`src/scd_params.svh`:
```
// scd_params.svh - offsets, field positions, reset values and timing counts
// for the serial channel dma service block; included by the design files.
`ifndef SCD_PARAMS_SVH
`define SCD_PARAMS_SVH

// fifo ports in sfr space
`define SCD_SERIAL_TX_FIFO_PORT_ADR     8'h85
`define SCD_RECEIVE_FIFO_PORT_ADR     8'hF4
// control and status registers in sfr space
`define SCD_TRANSMIT_STATUS_REGISTER_ADR     8'hD8
`define SCD_MODE_ADR      8'hD9
`define SCD_SPACE_ADR     8'hDA
`define SCD_CH0_BASE      8'hC0
`define SCD_CH1_BASE      8'hC8
// per-channel register offsets from the channel base
`define SCD_OFS_CTL       8'h00
`define SCD_OFS_SRCL      8'h01
`define SCD_OFS_SRCH      8'h02
`define SCD_OFS_DSTL      8'h03
`define SCD_OFS_DSTH      8'h04
`define SCD_OFS_CNTL      8'h05
`define SCD_OFS_CNTH      8'h06
// channel control fields
`define SCD_CTL_GO        0
`define SCD_CTL_DONE      1
`define SCD_CTL_XMODE     2
`define SCD_CTL_DEMAND    3
`define SCD_CTL_SRC_INC   4
`define SCD_CTL_SRC_SFR   5
`define SCD_CTL_DST_INC   6
`define SCD_CTL_DST_SFR   7
// transmit status fields
`define SCD_TS_DMA        0
`define SCD_TS_TXDONE     1
`define SCD_TS_RXDONE     2
`define SCD_TS_RECEIVE_FIFO_NOT_EMPTY       3
// mode fields
`define SCD_MD_CRC32      0
`define SCD_MD_HALF       1
`define SCD_MD_RXEN       2
`define SCD_MD_TXEN       3
`define SCD_MD_AREN       4
// reset values, broadcast address
`define SCD_CTL_RST       8'h00
`define SCD_MODE_RST      8'h00
`define SCD_SPACE_RST     4'h0
`define SCD_BCAST_ADR     8'hFF
// timing: oscillator periods per dma move, clock period in ns
`define SCD_MOVE_OSC      12
`define SCD_OSC_NS        4
`define SCD_CLK_NS        4

`endif

```
`src/scd_pkg.sv`:
```
// scd_pkg.sv - types shared by the serial channel dma service modules.
// assumes nothing beyond a systemverilog compiler.
package scd_pkg;
  // dma move sequencer, gray along idle-read-write-hold
  typedef enum logic [1:0] {
    SCD_IDLE = 2'b00,
    SCD_READ = 2'b01,
    SCD_WRIT = 2'b11,
    SCD_HOLD = 2'b10
  } scd_state_type;
  // memory space of one access
  typedef enum logic [1:0] {
    SCD_SP_INT = 2'b00,
    SCD_SP_EXT = 2'b01,
    SCD_SP_SFR = 2'b10
  } scd_space_type;
endpackage

```
`src/scd_dma_if.sv`:
```
// scd_dma_if.sv - carrier between the service top and one dma channel.
// assumes both ends run on the same clock.
`timescale 1ns/1ps
interface scd_dma_if;
  logic       go;         // channel started by software
  logic       demand;     // demand mode selected
  logic       dreq;       // serial fifo request, gated by dma bit
  logic       cnt_zero;   // byte count is zero
  logic       acc_gnt;    // access taken this cycle
  logic       acc_rvalid; // read data valid
  logic [7:0] acc_rdata;  // read data
  logic       acc_req;    // channel wants an access
  logic       acc_we;     // 1 write destination, 0 read source
  logic [7:0] acc_wdata;  // byte to write
  logic       move_done;  // one byte moved, pulse
  logic       busy;       // move in progress
  modport top (output go, demand, dreq, cnt_zero, acc_gnt, acc_rvalid, acc_rdata,
               input acc_req, acc_we, acc_wdata, move_done, busy);
  modport chan (input go, demand, dreq, cnt_zero, acc_gnt, acc_rvalid, acc_rdata,
                output acc_req, acc_we, acc_wdata, move_done, busy);
endinterface // scd_dma_if

```
`src/scd_dma_chan.sv`:
```
// scd_dma_chan.sv - one dma channel move sequencer: read source, write
// destination, pad the move to its fixed length.
// assumes the top arbitrates access and keeps addresses and counts.
`timescale 1ns/1ps
`include "scd_params.svh"
module scd_dma_chan (
  input  wire logic clk,
  input  wire logic nrst,
  scd_dma_if.chan   dif
);
  import scd_pkg::*;

  localparam int MOVE_CYC = (`SCD_MOVE_OSC * `SCD_OSC_NS) / `SCD_CLK_NS;
  localparam logic [3:0] LAST = 4'(MOVE_CYC - 1);

  scd_state_type st_r;      // sequencer state
  scd_state_type st_nxt;
  logic [3:0]    tmr_r;     // cycles since move start
  logic [7:0]    byte_r;    // byte in flight

  // a move may start: go, bytes left, and request unless not demand mode
  wire start = dif.go && !dif.cnt_zero && (dif.dreq || !dif.demand);

  // next state
  always_comb begin
    st_nxt = st_r;
    case (st_r)
      SCD_IDLE: if (start) st_nxt = SCD_READ;
      SCD_READ: if (dif.acc_rvalid) st_nxt = SCD_WRIT;
      SCD_WRIT: if (dif.acc_gnt) st_nxt = SCD_HOLD;
      SCD_HOLD: if (tmr_r >= LAST) st_nxt = SCD_IDLE;
      default:  st_nxt = SCD_IDLE;
    endcase
  end

  // state, move timer and data holding
  always_ff @(posedge clk) begin
    if (!nrst) begin
      st_r   <= SCD_IDLE;
      tmr_r  <= 4'h0;
      byte_r <= 8'h00;
    end else begin
      st_r   <= st_nxt;
      tmr_r  <= (st_r == SCD_IDLE) ? 4'h0 : tmr_r + 4'h1;
      if (st_r == SCD_READ && dif.acc_rvalid) byte_r <= dif.acc_rdata;
    end
  end

  // read request held until granted, then wait for data
  logic rd_pend_r;
  always_ff @(posedge clk) begin
    if (!nrst) rd_pend_r <= 1'b0;
    else if (st_r == SCD_IDLE) rd_pend_r <= 1'b1;
    else if (dif.acc_gnt) rd_pend_r <= 1'b0;
  end

  assign dif.acc_req   = (st_r == SCD_READ && rd_pend_r) || st_r == SCD_WRIT;
  assign dif.acc_we    = (st_r == SCD_WRIT);
  assign dif.acc_wdata = byte_r;
  assign dif.move_done = (st_r == SCD_HOLD) && (tmr_r >= LAST);
  assign dif.busy      = (st_r != SCD_IDLE);
endmodule // scd_dma_chan

```
`src/scd_top.sv`:
```
// scd_top.sv - duplex selection and dma servicing of the serial channel:
// sfr registers, two dma channels, fifo access, done flags.
// assumes the cpu sfr port, a one-cycle data memory and the serial fifos
// are synchronous to clk.
`timescale 1ns/1ps
`include "scd_params.svh"
module scd_top (
  input  wire logic                  clk,
  input  wire logic                  nrst,
  input  wire logic [7:0]            sfr_addr,       // cpu sfr address
  input  wire logic                  sfr_we,         // cpu sfr write strobe
  input  wire logic                  sfr_re,         // cpu sfr read strobe
  input  wire logic [7:0]            sfr_wdata,      // cpu sfr write data
  output logic      [7:0]            sfr_rdata_r,    // cpu sfr read data
  output logic                       mem_req_r,      // data memory access
  output logic                       mem_we_r,       // data memory write
  output scd_pkg::scd_space_type     mem_space_r,    // internal or external
  output logic      [15:0]           mem_addr_r,     // data memory address
  output logic      [7:0]            mem_wdata_r,    // data memory write data
  input  wire logic [7:0]            mem_rdata,      // data, one cycle later
  output logic                       txf_push_r,     // transmit fifo write
  output logic      [7:0]            txf_data_r,     // transmit fifo byte
  input  wire logic                  txf_req,        // transmit fifo wants data
  input  wire logic                  txf_empty,      // transmit fifo empty
  input  wire logic                  tx_last_bit,    // final bit left, pulse
  input  wire logic                  tx_busy,        // transmitter sending
  output logic                       rxf_pop_r,      // receive fifo read
  input  wire logic [7:0]            rxf_data,       // receive fifo head
  input  wire logic                  rxf_not_empty,  // receive fifo holds data
  input  wire logic                  rx_eof,         // end of frame seen, pulse
  input  wire logic                  rx_busy,        // receiver in a frame
  input  wire logic [7:0]            station_addr,   // own station address
  input  wire logic [7:0]            addr_mask,      // address mask
  input  wire logic [7:0]            tx_frame_addr,  // address being sent
  output logic                       full_duplex_r,  // full duplex in force
  output logic                       crc_split_r,    // 32-bit crc runs as 16-bit
  output logic                       rx_active_r,    // receiver may run
  output logic                       tx_active_r,    // transmitter may run
  output logic                       self_rx_r,      // own frame will be received
  output logic      [1:0]            dma_done_r      // channel done flags
);
  import scd_pkg::*;

  // registers
  logic [7:0]  mode_r;        // crc, half duplex, enables
  logic [3:0]  space_r;       // {ch1 dst ext, ch1 src ext, ch0 dst ext, ch0 src ext}
  logic        dma_sel_r;     // status bit: dma services channel
  logic        tx_done_r;     // transmit done flag
  logic        rx_done_r;     // receive done flag
  logic [7:0]  ctl_r  [2];    // channel control, done bit kept apart
  logic [7:0]  srcl_r [2];
  logic [7:0]  srch_r [2];
  logic [7:0]  dstl_r [2];
  logic [7:0]  dsth_r [2];
  logic [15:0] cnt_r  [2];    // byte counts up to 64K

  scd_dma_if dif [2] ();

  // access pipeline
  logic        a1_v_r, a1_we_r, a1_own_r;  // stage one: issued access
  scd_space_type a1_sp_r;
  logic        a1_receive_fifo_port_r;
  logic [7:0]  a1_sfr_r;                    // sfr byte read at stage one
  logic        a2_v_r, a2_own_r, a2_mem_r;  // stage two: data back
  logic [7:0]  hold_r;

  // base address of a channel's register group
  function automatic logic [7:0] ch_base(input int i);
    return (i == 0) ? `SCD_CH0_BASE : `SCD_CH1_BASE;
  endfunction

  // sfr read decode, shared by cpu and dma
  function automatic logic [7:0] sfr_read(input logic [7:0] a);
    logic [7:0] r;
    r = 8'h00;
    if (a == `SCD_TRANSMIT_STATUS_REGISTER_ADR) r = {4'h0, rxf_not_empty, rx_done_r, tx_done_r, dma_sel_r};
    else if (a == `SCD_MODE_ADR) r = mode_r;
    else if (a == `SCD_SPACE_ADR) r = {4'h0, space_r};
    else if (a == `SCD_RECEIVE_FIFO_PORT_ADR) r = rxf_data;
    else begin
      for (int i = 0; i < 2; i++) begin
        if (a == ch_base(i) + `SCD_OFS_CTL) r = {ctl_r[i][7:2], dma_done_r[i], ctl_r[i][0]};
        else if (a == ch_base(i) + `SCD_OFS_SRCL) r = srcl_r[i];
        else if (a == ch_base(i) + `SCD_OFS_SRCH) r = srch_r[i];
        else if (a == ch_base(i) + `SCD_OFS_DSTL) r = dstl_r[i];
        else if (a == ch_base(i) + `SCD_OFS_DSTH) r = dsth_r[i];
        else if (a == ch_base(i) + `SCD_OFS_CNTL) r = cnt_r[i][7:0];
        else if (a == ch_base(i) + `SCD_OFS_CNTH) r = cnt_r[i][15:8];
      end
    end
    return r;
  endfunction

  // arbitration: channel 0 first, one access per cycle
  wire       g0    = dif[0].acc_req;
  wire       g1    = dif[1].acc_req && !g0;
  wire       gv    = g0 || g1;
  wire       gown  = g1;
  wire       gwe   = g1 ? dif[1].acc_we : dif[0].acc_we;
  wire [7:0] gwdat = g1 ? dif[1].acc_wdata : dif[0].acc_wdata;
  wire [7:0] gctl  = g1 ? ctl_r[1] : ctl_r[0];
  wire       gsfr  = gwe ? gctl[`SCD_CTL_DST_SFR] : gctl[`SCD_CTL_SRC_SFR];
  wire       gext  = gwe ? space_r[{gown, 1'b1}] : space_r[{gown, 1'b0}];
  wire [7:0] glo   = gwe ? (g1 ? dstl_r[1] : dstl_r[0]) : (g1 ? srcl_r[1] : srcl_r[0]);
  wire [7:0] ghi   = gwe ? (g1 ? dsth_r[1] : dsth_r[0]) : (g1 ? srch_r[1] : srch_r[0]);
  wire [15:0] gadr = gsfr ? {8'h00, glo} : {ghi, glo};
  wire scd_space_type gsp = gsfr ? SCD_SP_SFR : (gext ? SCD_SP_EXT : SCD_SP_INT);

  // unified sfr write: cpu first, then a dma write into sfr space
  wire       dma_sfr_w = a1_v_r && a1_we_r && a1_sp_r == SCD_SP_SFR && !sfr_we;
  wire       w_en  = sfr_we || dma_sfr_w;
  wire [7:0] w_adr = sfr_we ? sfr_addr : mem_addr_r[7:0];
  wire [7:0] w_dat = sfr_we ? sfr_wdata : mem_wdata_r;

  // duplex selection
  wire crc32   = mode_r[`SCD_MD_CRC32];
  wire full_dx = !crc32 && !mode_r[`SCD_MD_HALF];
  wire self_hit = tx_frame_addr == `SCD_BCAST_ADR || addr_mask == 8'hFF ||
                  (tx_frame_addr & addr_mask) == (station_addr & addr_mask);
  wire self_rx = !full_dx && mode_r[`SCD_MD_RXEN] && tx_busy &&
                 (!mode_r[`SCD_MD_AREN] || self_hit);

  // mode, space and status registers
  always_ff @(posedge clk) begin
    if (!nrst) begin
      mode_r    <= `SCD_MODE_RST;
      space_r   <= `SCD_SPACE_RST;
      dma_sel_r <= 1'b0;
      tx_done_r <= 1'b0;
      rx_done_r <= 1'b0;
    end else begin
      if (w_en && w_adr == `SCD_MODE_ADR) begin
        mode_r <= w_dat;
        // dropping to 16-bit crc returns to full duplex
        if (crc32 && !w_dat[`SCD_MD_CRC32]) mode_r[`SCD_MD_HALF] <= 1'b0;
      end
      if (w_en && w_adr == `SCD_SPACE_ADR) space_r <= w_dat[3:0];
      if (w_en && w_adr == `SCD_TRANSMIT_STATUS_REGISTER_ADR) dma_sel_r <= w_dat[`SCD_TS_DMA];
      // flags: write 0 clears, hardware set wins
      tx_done_r <= (txf_empty && tx_last_bit) ||
                   (tx_done_r && !(w_en && w_adr == `SCD_TRANSMIT_STATUS_REGISTER_ADR && !w_dat[`SCD_TS_TXDONE]));
      rx_done_r <= rx_eof ||
                   (rx_done_r && !(w_en && w_adr == `SCD_TRANSMIT_STATUS_REGISTER_ADR && !w_dat[`SCD_TS_RXDONE]));
    end
  end

  // duplex and activity outputs
  always_ff @(posedge clk) begin
    if (!nrst) begin
      full_duplex_r <= 1'b0;
      crc_split_r   <= 1'b0;
      rx_active_r   <= 1'b0;
      tx_active_r   <= 1'b0;
      self_rx_r     <= 1'b0;
    end else begin
      full_duplex_r <= full_dx;
      crc_split_r   <= full_dx;
      rx_active_r   <= mode_r[`SCD_MD_RXEN] && (full_dx || !tx_busy || self_rx);
      tx_active_r   <= mode_r[`SCD_MD_TXEN] && (full_dx || !rx_busy);
      self_rx_r     <= self_rx;
    end
  end

  // per-channel registers and sequencers
  for (genvar i = 0; i < 2; i++) begin : g_ch
    wire [7:0] base  = ch_base(i);
    wire       mdone = dif[i].move_done;
    wire       last  = mdone && cnt_r[i] == 16'h0001;
    wire       wc    = w_en && w_adr == base + `SCD_OFS_CTL;

    // channel 0 follows the receiver, channel 1 the transmitter
    assign dif[i].go         = ctl_r[i][`SCD_CTL_GO];
    assign dif[i].demand     = ctl_r[i][`SCD_CTL_DEMAND];
    assign dif[i].dreq       = dma_sel_r && ((i == 0) ? rxf_not_empty : txf_req);
    assign dif[i].cnt_zero   = cnt_r[i] == 16'h0000;
    assign dif[i].acc_gnt    = (i == 0) ? g0 : g1;
    assign dif[i].acc_rvalid = a2_v_r && a2_own_r == 1'(i);
    assign dif[i].acc_rdata  = a2_mem_r ? mem_rdata : hold_r;

    scd_dma_chan u_chan (
      .clk  (clk),
      .nrst (nrst),
      .dif  (dif[i])
    );

    // control, addresses, count
    always_ff @(posedge clk) begin
      if (!nrst) begin
        ctl_r[i]      <= `SCD_CTL_RST;
        dma_done_r[i] <= 1'b0;
        srcl_r[i]     <= 8'h00;
        srch_r[i]     <= 8'h00;
        dstl_r[i]     <= 8'h00;
        dsth_r[i]     <= 8'h00;
        cnt_r[i]      <= 16'h0000;
      end else begin
        if (wc) ctl_r[i] <= w_dat;
        if (last) ctl_r[i][`SCD_CTL_GO] <= 1'b0;
        dma_done_r[i] <= last || (dma_done_r[i] && !(wc && !w_dat[`SCD_CTL_DONE]));
        if (w_en && w_adr == base + `SCD_OFS_SRCL) srcl_r[i] <= w_dat;
        else if (mdone && ctl_r[i][`SCD_CTL_SRC_INC]) {srch_r[i], srcl_r[i]} <= {srch_r[i], srcl_r[i]} + 16'h0001;
        if (w_en && w_adr == base + `SCD_OFS_SRCH) srch_r[i] <= w_dat;
        if (w_en && w_adr == base + `SCD_OFS_DSTL) dstl_r[i] <= w_dat;
        else if (mdone && ctl_r[i][`SCD_CTL_DST_INC]) {dsth_r[i], dstl_r[i]} <= {dsth_r[i], dstl_r[i]} + 16'h0001;
        if (w_en && w_adr == base + `SCD_OFS_DSTH) dsth_r[i] <= w_dat;
        // one count per transfer, counted down per byte
        if (w_en && w_adr == base + `SCD_OFS_CNTL) cnt_r[i][7:0] <= w_dat;
        else if (w_en && w_adr == base + `SCD_OFS_CNTH) cnt_r[i][15:8] <= w_dat;
        else if (mdone && cnt_r[i] != 16'h0000) cnt_r[i] <= cnt_r[i] - 16'h0001;
      end
    end
  end

  // stage one: drive memory or fifo ports from the granted access
  always_ff @(posedge clk) begin
    if (!nrst) begin
      a1_v_r <= 1'b0; a1_we_r <= 1'b0; a1_own_r <= 1'b0; a1_sp_r <= SCD_SP_INT;
      a1_receive_fifo_port_r <= 1'b0;
      mem_req_r <= 1'b0; mem_we_r <= 1'b0; mem_space_r <= SCD_SP_INT;
      mem_addr_r <= 16'h0000; mem_wdata_r <= 8'h00;
      txf_push_r <= 1'b0; txf_data_r <= 8'h00; rxf_pop_r <= 1'b0;
    end else begin
      a1_v_r      <= gv;
      a1_we_r     <= gwe;
      a1_own_r    <= gown;
      a1_sp_r     <= gsp;
      a1_receive_fifo_port_r  <= gv && !gwe && gsp == SCD_SP_SFR && gadr[7:0] == `SCD_RECEIVE_FIFO_PORT_ADR;
      mem_req_r   <= gv && gsp != SCD_SP_SFR;
      mem_we_r    <= gwe;
      mem_space_r <= gsp;
      mem_addr_r  <= gadr;
      mem_wdata_r <= gwdat;
      txf_push_r  <= gv && gwe && gsp == SCD_SP_SFR && gadr[7:0] == `SCD_SERIAL_TX_FIFO_PORT_ADR;
      txf_data_r  <= gwdat;
      rxf_pop_r   <= gv && !gwe && gsp == SCD_SP_SFR && gadr[7:0] == `SCD_RECEIVE_FIFO_PORT_ADR;
    end
  end

  assign a1_sfr_r = sfr_read(mem_addr_r[7:0]);

  // stage two: read data back to the owning channel
  always_ff @(posedge clk) begin
    if (!nrst) begin
      a2_v_r <= 1'b0; a2_own_r <= 1'b0; a2_mem_r <= 1'b0; hold_r <= 8'h00;
    end else begin
      a2_v_r   <= a1_v_r && !a1_we_r;
      a2_own_r <= a1_own_r;
      a2_mem_r <= a1_sp_r != SCD_SP_SFR;
      hold_r   <= a1_receive_fifo_port_r ? rxf_data : a1_sfr_r;
    end
  end

  // cpu read data
  always_ff @(posedge clk) begin
    if (!nrst) sfr_rdata_r <= 8'h00;
    else if (sfr_re) sfr_rdata_r <= sfr_read(sfr_addr);
  end
endmodule // scd_top

```
`config.mk`:
```
export PLATFORM = sky130hd
export DESIGN_NAME = scd_top
export DESIGN_NICKNAME = d
export VERILOG_FILES = /design/src/scd_pkg.sv /design/src/scd_dma_if.sv /design/src/scd_dma_chan.sv /design/src/scd_top.sv
export VERILOG_INCLUDE_DIRS = /design/src
export SDC_FILE = /design/constraint.sdc
export NUM_CORES = 1
export LEC_CHECK = 0
export CAP_MARGIN = 10
export CORE_MARGIN = 8
export CORE_UTILIZATION = 35
export DETAILED_ROUTE_END_ITERATION = 16
export DONT_BUFFER_PORTS = 1
export SLEW_MARGIN = 5
export SYNTH_ARGS = -nofsm -noshare
export SYNTH_HDL_FRONTEND = slang
export SYNTH_SLANG_ARGS = --single-unit
```
`constraint.sdc`:
```
create_clock -name clk -period 3.66 [get_ports clk]
set_input_delay 1.098 -clock clk [delete_from_list [all_inputs] [get_ports clk]]
set_output_delay 1.098 -clock clk [all_outputs]
set_load 0.1 [all_outputs]
```
==> results.md, run 1 <==
* Outcome: complete, no violations
* Max frequency at 327 MHz
* Critical Path RT at 3.86 ns
* Htree depth at 1
* Largest net degree at the start of global routing at 85
* Fillers at 3895
* Max clock buf depth at 3
* Initial antenna violation count at 1
* DRC at 0
* Hold path depth at 1
* Num rows at 72
* Pwr dens at 353 nW/µm²
* Max-cap violations at 0
* GRT Overall Usage at 0.276
* Final Hold Viols at 0
* DR WL/cell at 30.2 µm
* Vias in the first global route at 12800
* Critical Path AT at 3.25 ns
* Via density at 6.47
* Resized Gates After CTS at 0
* Worst path slowest cell: o211ai_1
* IO buf count at 0
* Clk_skew at 0.0173 ns
* RSZ-0062 raised after global routing: no
* Worst-path clk slew at 0.06 ns
* Setup Viol. Count Final at 0
* Height of the chip at 214 µm
* Async S/R FF share, synth at 0
* Post-synth EDFFs at 46
* Commonest cells after routing, fill and taps aside: 153 x nor2_1, 152 x dfxtp_1, 119 x nand2_1
* Gr ovfl total at 0
* Predominant post-synthesis flop cell: dfxtp_1
* Setup crit start kind: flip-flop
* Core ar. at 38600 µm²
* Clk sinks at 212
* Synth cell types at 85
* Hold WS at 0.432 ns
* Crit-path cells: or4_4 > nor4_1 > a21boi_1 > o211ai_1 > nand2_1
* Commonest non-fill, non-tap cell in the layout: nor2_1
* # diodes at 0
* Leakage power at 4.94 nW
* Share of cells above drive strength 1 at 0.117
* Setup bufs post-CTS at 0
* Post-DP HPWL at 49.1 mm
* Post-Synthesis Cells at 1633
* Mapped Area at 13700 µm²
* Finished Cell Area at 15200 µm²
* Vias at 13900
* Die ar. at 45700 µm²
* Fin nets at 1688
* WS Path Type: flip-flop to flip-flop
* Worst slew margin at 0.182
* Yosys reg bits at 212
* Crit. End Element: flip-flop
* Synth Area per Inst at 8.39 µm²
* Die width at 214 µm
* Tcrit/Tclk final at 0.835
* CP max FO at 9
* Min-Delay Path Class: flip-flop to flip-flop
* DR iter-0 viols at 1948
* Total Wirelength at 64.8 mm
* DP Area at 14400 µm²
* RePlAce Congestion at 1.08
* First-pass GRT wire length at 92.4 mm
* Drt pass-1 iters at 5
* Layout Area Growth over Synthesis at 11.3%
* VDD IR-drop max at 0.000261 V
* Worst slew pin tran at 1.22 ns
* I/O Pins at 120
* Syn Nets at 1712
* Setup total negative slack at 0 ns
* Max Slew Vio Count at 0
* Clock Latency Late Sink at 0.55 ns
* DRT antenna net count at 0
* Worst path max stage delay at 0.69 ns
* CTS tree: yes
* Starting Density at 0.355
* Root Buffer: clkbuf_16
* YS warnings at 0
* Hold buffers post-CTS at 0
* TritonCTS Buffers at 24
* Min Tclk post-route at 3.06 ns
* FF-to-FF path depth at 5
* Sequential-to-total area share from yosys stat at 0.343
[Yosys cell counts, drive strengths merged, types with 5 or more instances]
| cell type | instances | area [µm²] |
|---|---|---|
| nand4 | 33 | 213 |
| nand3 | 55 | 275 |
| buf | 45 | 254 |
| or4 | 11 | 93.8 |
| and4 | 7 | 61.3 |
| o221ai | 7 | 61.3 |
| a21oi | 117 | 586 |
| ha | 12 | 150 |
| mux2 | 18 | 203 |
| nor2b | 24 | 150 |
| o211ai | 15 | 113 |
| clkbuf | 84 | 317 |
| inv | 31 | 116 |
| nand2b | 27 | 169 |
| nor3 | 38 | 195 |
| a31oi | 17 | 106 |
| nor4 | 30 | 206 |
| mux4 | 18 | 405 |
| nand2 | 120 | 453 |
| a221oi | 6 | 52.6 |
| xor2 | 44 | 385 |
| and2 | 15 | 93.8 |
| and3 | 18 | 113 |
| dfxtp | 166 | 3320 |
| a21o | 7 | 52.6 |
| o32ai | 7 | 61.3 |
| nor4b | 7 | 82.6 |
| a2bb2oi | 7 | 61.3 |
| a22oi | 20 | 150 |
| o21ai | 108 | 544 |
| nand3b | 8 | 60.1 |
| mux2i | 66 | 661 |
| a311oi | 6 | 52.6 |
| nor2 | 153 | 574 |
| xnor2 | 54 | 473 |
| o2bb2ai | 5 | 43.8 |
| edfxtp | 46 | 1380 |
| o22ai | 33 | 206 |
| a211oi | 72 | 541 |
[cell type report]
type	instances	area (µm²)	area share
clock inverter	6	68.8	0.00451
clock buffer	38	758	0.0497
timing repair buffer	79	606	0.0397
tap	518	648	0.0425
multi-input combinational	1259	8320	0.546
sequential	212	4720	0.310
inverter	33	124	0.00812
[final timing paths]
check	start	to	slack, ns
hold reg to reg	a1_own_r	a2_own_r	0.43
setup / recovery	cnt_r[1][10]	cnt_r[1][12]	0.60
hold / removal	a1_own_r	a2_own_r	0.43
setup reg to reg	cnt_r[1][10]	cnt_r[1][12]	0.60
[layer usage]
metal	track usage	vias up	wire [µm]	part of all wire
li1	-	6069	-	-
met1	0.360	6644	25600	0.40
met2	0.412	941	27400	0.42
met3	0.0661	214	7370	0.11
met4	0.160	0	4440	0.068
met5	0	-	0	0
[worst max-delay path: cells and delay by family, from the launching register on]
kind,cells,cell delay [ns]
AND/OR/NAND/NOR,3,1.30
AO/OA/AOI/OAI,2,0.84
flip-flops,1,0.58
[through the flow]
step,util,cells,total power (W),worst slack [ns]
2_1_floorplan,-,1633,0.00280,0.406
3_3_place_gp,0.373,2101,0.00291,0.553
3_5_place_dp,0.373,2101,0.00291,0.517
4_1_cts,0.395,2145,0.00540,0.644
5_1_grt,0.395,2145,0.00553,0.440
6_report,0.395,2145,0.00538,0.604
[power breakdown]
part / internal [W] / switching [W] / total, W
sequential: 0.00242 / 0.0000957 / 0.00251
clock: 0.00149 / 0.00101 / 0.00250
combinational: 0.000122 / 0.000241 / 0.000363
total: 0.00403 / 0.00135 / 0.00538
[cell families (layout without fill, tap and decap cells)]
family                     count (synthesis)  after routing  synth area share
xor gates and xnor gates                  98             98            0.0626
DFF                                      212            212             0.343
AOI/OAI and AO/OA                        480            480             0.227
adders and majority gates                 12             12            0.0110
buffers and inverters                    162            156            0.0507
muxes                                    102            102            0.0926
and+or+nand+nor                          567            567             0.213
[sequential cells by signal, indices dropped and copies added, names as in the netlist, 4 cells and up]
register                   count
cnt_r                         32
dstl_r                        16
srch_r                        16
srcl_r                        16
g_ch.u_chan.dif.acc_wdata     16
sfr_rdata_r                    8
g_ch.u_chan.tmr_r              8
mem_addr_r                    16
dsth_r                        16
space_r                        4
mode_r                         8
hold_r                         8
ctl_r                         14
txf_data_r                     8
g_ch.u_chan.st_r               4
(Power assumes the default switching activity.)
==> run 2, diff against run 1 <==
Clock period 3.66 ns to 3.1 ns, I/O delays scaled along.
==> results.md, run 2 (synthesized netlist as in run 1, its figures left out) <==
* Outcome: complete, no violations
* Vias at 14200 (+2.6%)
* Gr ovfl total at 0 (unchanged)
* Layout Area Growth over Synthesis at 15.0%
* Crit-path cells: nor2b_1 > a221oi_1 > a311oi_1 > o221ai_1 > buf_4 > a22oi_1 > a2bb2oi_1
* Setup crit start kind: flip-flop
* Worst slew margin at 0.291 (+0.109)
* R2R Path Start: mem_addr_r[1]
* Post-DP HPWL at 49.3 mm (+0.30%)
* Max-cap violations at 0 (unchanged)
* Max Slew Vio Count at 0 (unchanged)
* Hold WS at 0.439 ns (+0.00678 ns)
* Crit. End Element: flip-flop
* Critical Path RT at 3.57 ns (-0.29 ns)
* Leakage power at 5.29 nW (+7.0%)
* Min-Delay Path Class: flip-flop to flip-flop
* Flop-to-flop setup slack at 0.22 ns (-0.38 ns)
* CTS tree: yes
* Hold buffers post-CTS at 0 (unchanged)
* DR WL/cell at 29.4 µm (-2.7%)
* Setup bufs post-CTS at 0 (unchanged)
* Total Wirelength at 65.0 mm (+0.27%)
* Tcrit/Tclk final at 0.928 (+0.0930)
* DR iter-0 viols at 1942 (-0.31%)
* Initial antenna violation count at 1 (unchanged)
* Hold EP: a2_own_r
* Largest net degree at the start of global routing at 85 (unchanged)
* Commonest cells after routing, fill and taps aside: 153 x nor2_1, 152 x dfxtp_1, 138 x buf_4
* Hold path depth at 1 (unchanged)
* Root Buffer: clkbuf_16
* Setup total negative slack at 0 ns (unchanged)
* Max reg flops at 32 (unchanged)
* Worst r2r dst: hold_r[5]
* FF-to-FF path depth at 7 (+2)
* Drt pass-1 iters at 7 (+2)
* Clk sinks at 212 (unchanged)
* Fin nets at 1752 (+3.8%)
* DRC at 0 (unchanged)
* IO buf count at 0 (unchanged)
* Critical Path AT at 3.35 ns (+0.10 ns)
* Met3 usage in global routing at 0.0681 (+0.00205)
* WS Path Type: flip-flop to flip-flop
* Vias in the first global route at 13200 (+2.8%)
* RSZ-0062 raised after global routing: no
* RePlAce Congestion at 1.06 (-1.0%)
* Max frequency at 348 MHz (+6.2%)
* Die width at 214 µm (unchanged)
* First-pass GRT wire length at 92.9 mm (+0.64%)
* Worst-path clk slew at 0.06 ns (about the same)
* # diodes at 0 (unchanged)
* Most flops, register: cnt_r
* Starting Density at 0.355 (unchanged)
* Setup Viol. Count Final at 0 (unchanged)
* Worst path max stage delay at 0.65 ns (-0.04 ns)
* Worst slew pin tran at 1.05 ns (-0.164 ns)
* Via density at 6.44 (-0.44%)
* VDD IR-drop max at 0.000281 V (+7.6%)
* Num rows at 72 (unchanged)
* Min Tclk post-route at 2.88 ns (-0.179 ns)
* DRT antenna net count at 0 (unchanged)
* CP max FO at 10 (+1)
* Htree depth at 1 (unchanged)
* TritonCTS Buffers at 25 (+4.2%)
* Hold_sp: a1_own_r
* GRT Overall Usage at 0.277 (+0.000792)
* Met2 Usage GRT at 0.415 (+0.00318)
* Final Hold Viols at 0 (unchanged)
* Crit-path leading delay family: compound AO/OA/AOI/OAI gates
* Worst path slowest cell: nor2b_1
* Height of the chip at 214 µm (unchanged)
* Core ar. at 38600 µm² (unchanged)
* Pwr dens at 411 nW/µm² (+16%)
* I/O Pins at 120 (unchanged)
* Busiest grt layer: met2
* Die ar. at 45700 µm² (unchanged)
* Commonest non-fill, non-tap cell in the layout: nor2_1
* Clk_skew at 0.0191 ns (+0.00178 ns)
* Resized Gates After CTS at 0 (unchanged)
* Clock Latency Late Sink at 0.56 ns (about the same)
* Share of cells above drive strength 1 at 0.146 (+0.0286)
* Max clock buf depth at 3 (unchanged)
* Routing usage on met1 at 0.357 (-0.00342)
* Buf/Inv on CP at 1 (+1)
[run 2: stage by stage]
step                instance area, µm²  instances  worst slack (ns)  utilization  total power, W
floorplan                        13700       1633            0.0133            -         0.00330
global placement                 14900       2164             0.184        0.386         0.00346
detailed placement               14900       2164             0.214        0.386         0.00347
CTS                              15800       2210             0.323        0.408         0.00651
global route                     15800       2210             0.194        0.408         0.00665
finish                           15800       2210             0.223        0.408         0.00648
[run 2: worst max-delay path by stage]
stage | from | to | cells past startpoint
2_1_floorplan | mem_addr_r[7] | ctl_r[0][0] | 7
3_3_place_gp | sfr_addr[2] | sfr_rdata_r[0] | 7
3_5_place_dp | sfr_addr[0] | sfr_rdata_r[0] | 8
4_1_cts | cnt_r[0][11] | cnt_r[0][13] | 6
5_1_grt | cnt_r[1][3] | cnt_r[1][3] | 6
6_report | mem_addr_r[1] | hold_r[5] | 7
[run 2: cell type report]
| class | count | area [µm²] |
|---|---|---|
| clock buffers | 42 | 782 |
| multi-input cells | 1259 | 8310 |
| fillers | 3835 | 22900 |
| clock inverters | 4 | 63.8 |
| inverters | 33 | 124 |
| flip-flops and latches | 212 | 4720 |
| repair buffers | 142 | 1120 |
| well taps | 518 | 648 |
[run 2: layer usage]
layer / up-vias / part of all wire
met5: - / 0.00023
met4: 2 / 0.071
met3: 244 / 0.12
met2: 953 / 0.43
met1: 6815 / 0.39
li1: 6212 / -
[run 2: worst reg2reg max path, delay by kind of cell, from the launching register on]
kind / cells / cell delay [ns]
compound gates: 5 / 1.41
simple gates: 1 / 0.66
buf+inv: 1 / 0.21
flops: 1 / 0.50
[run 2: report_power, final]
part	switching, W	internal [W]	total, W
Combinational	0.000321	0.000162	0.000482
Clock	0.00125	0.00181	0.00306
Sequential	0.0000851	0.00286	0.00294
Total	0.00166	0.00483	0.00648
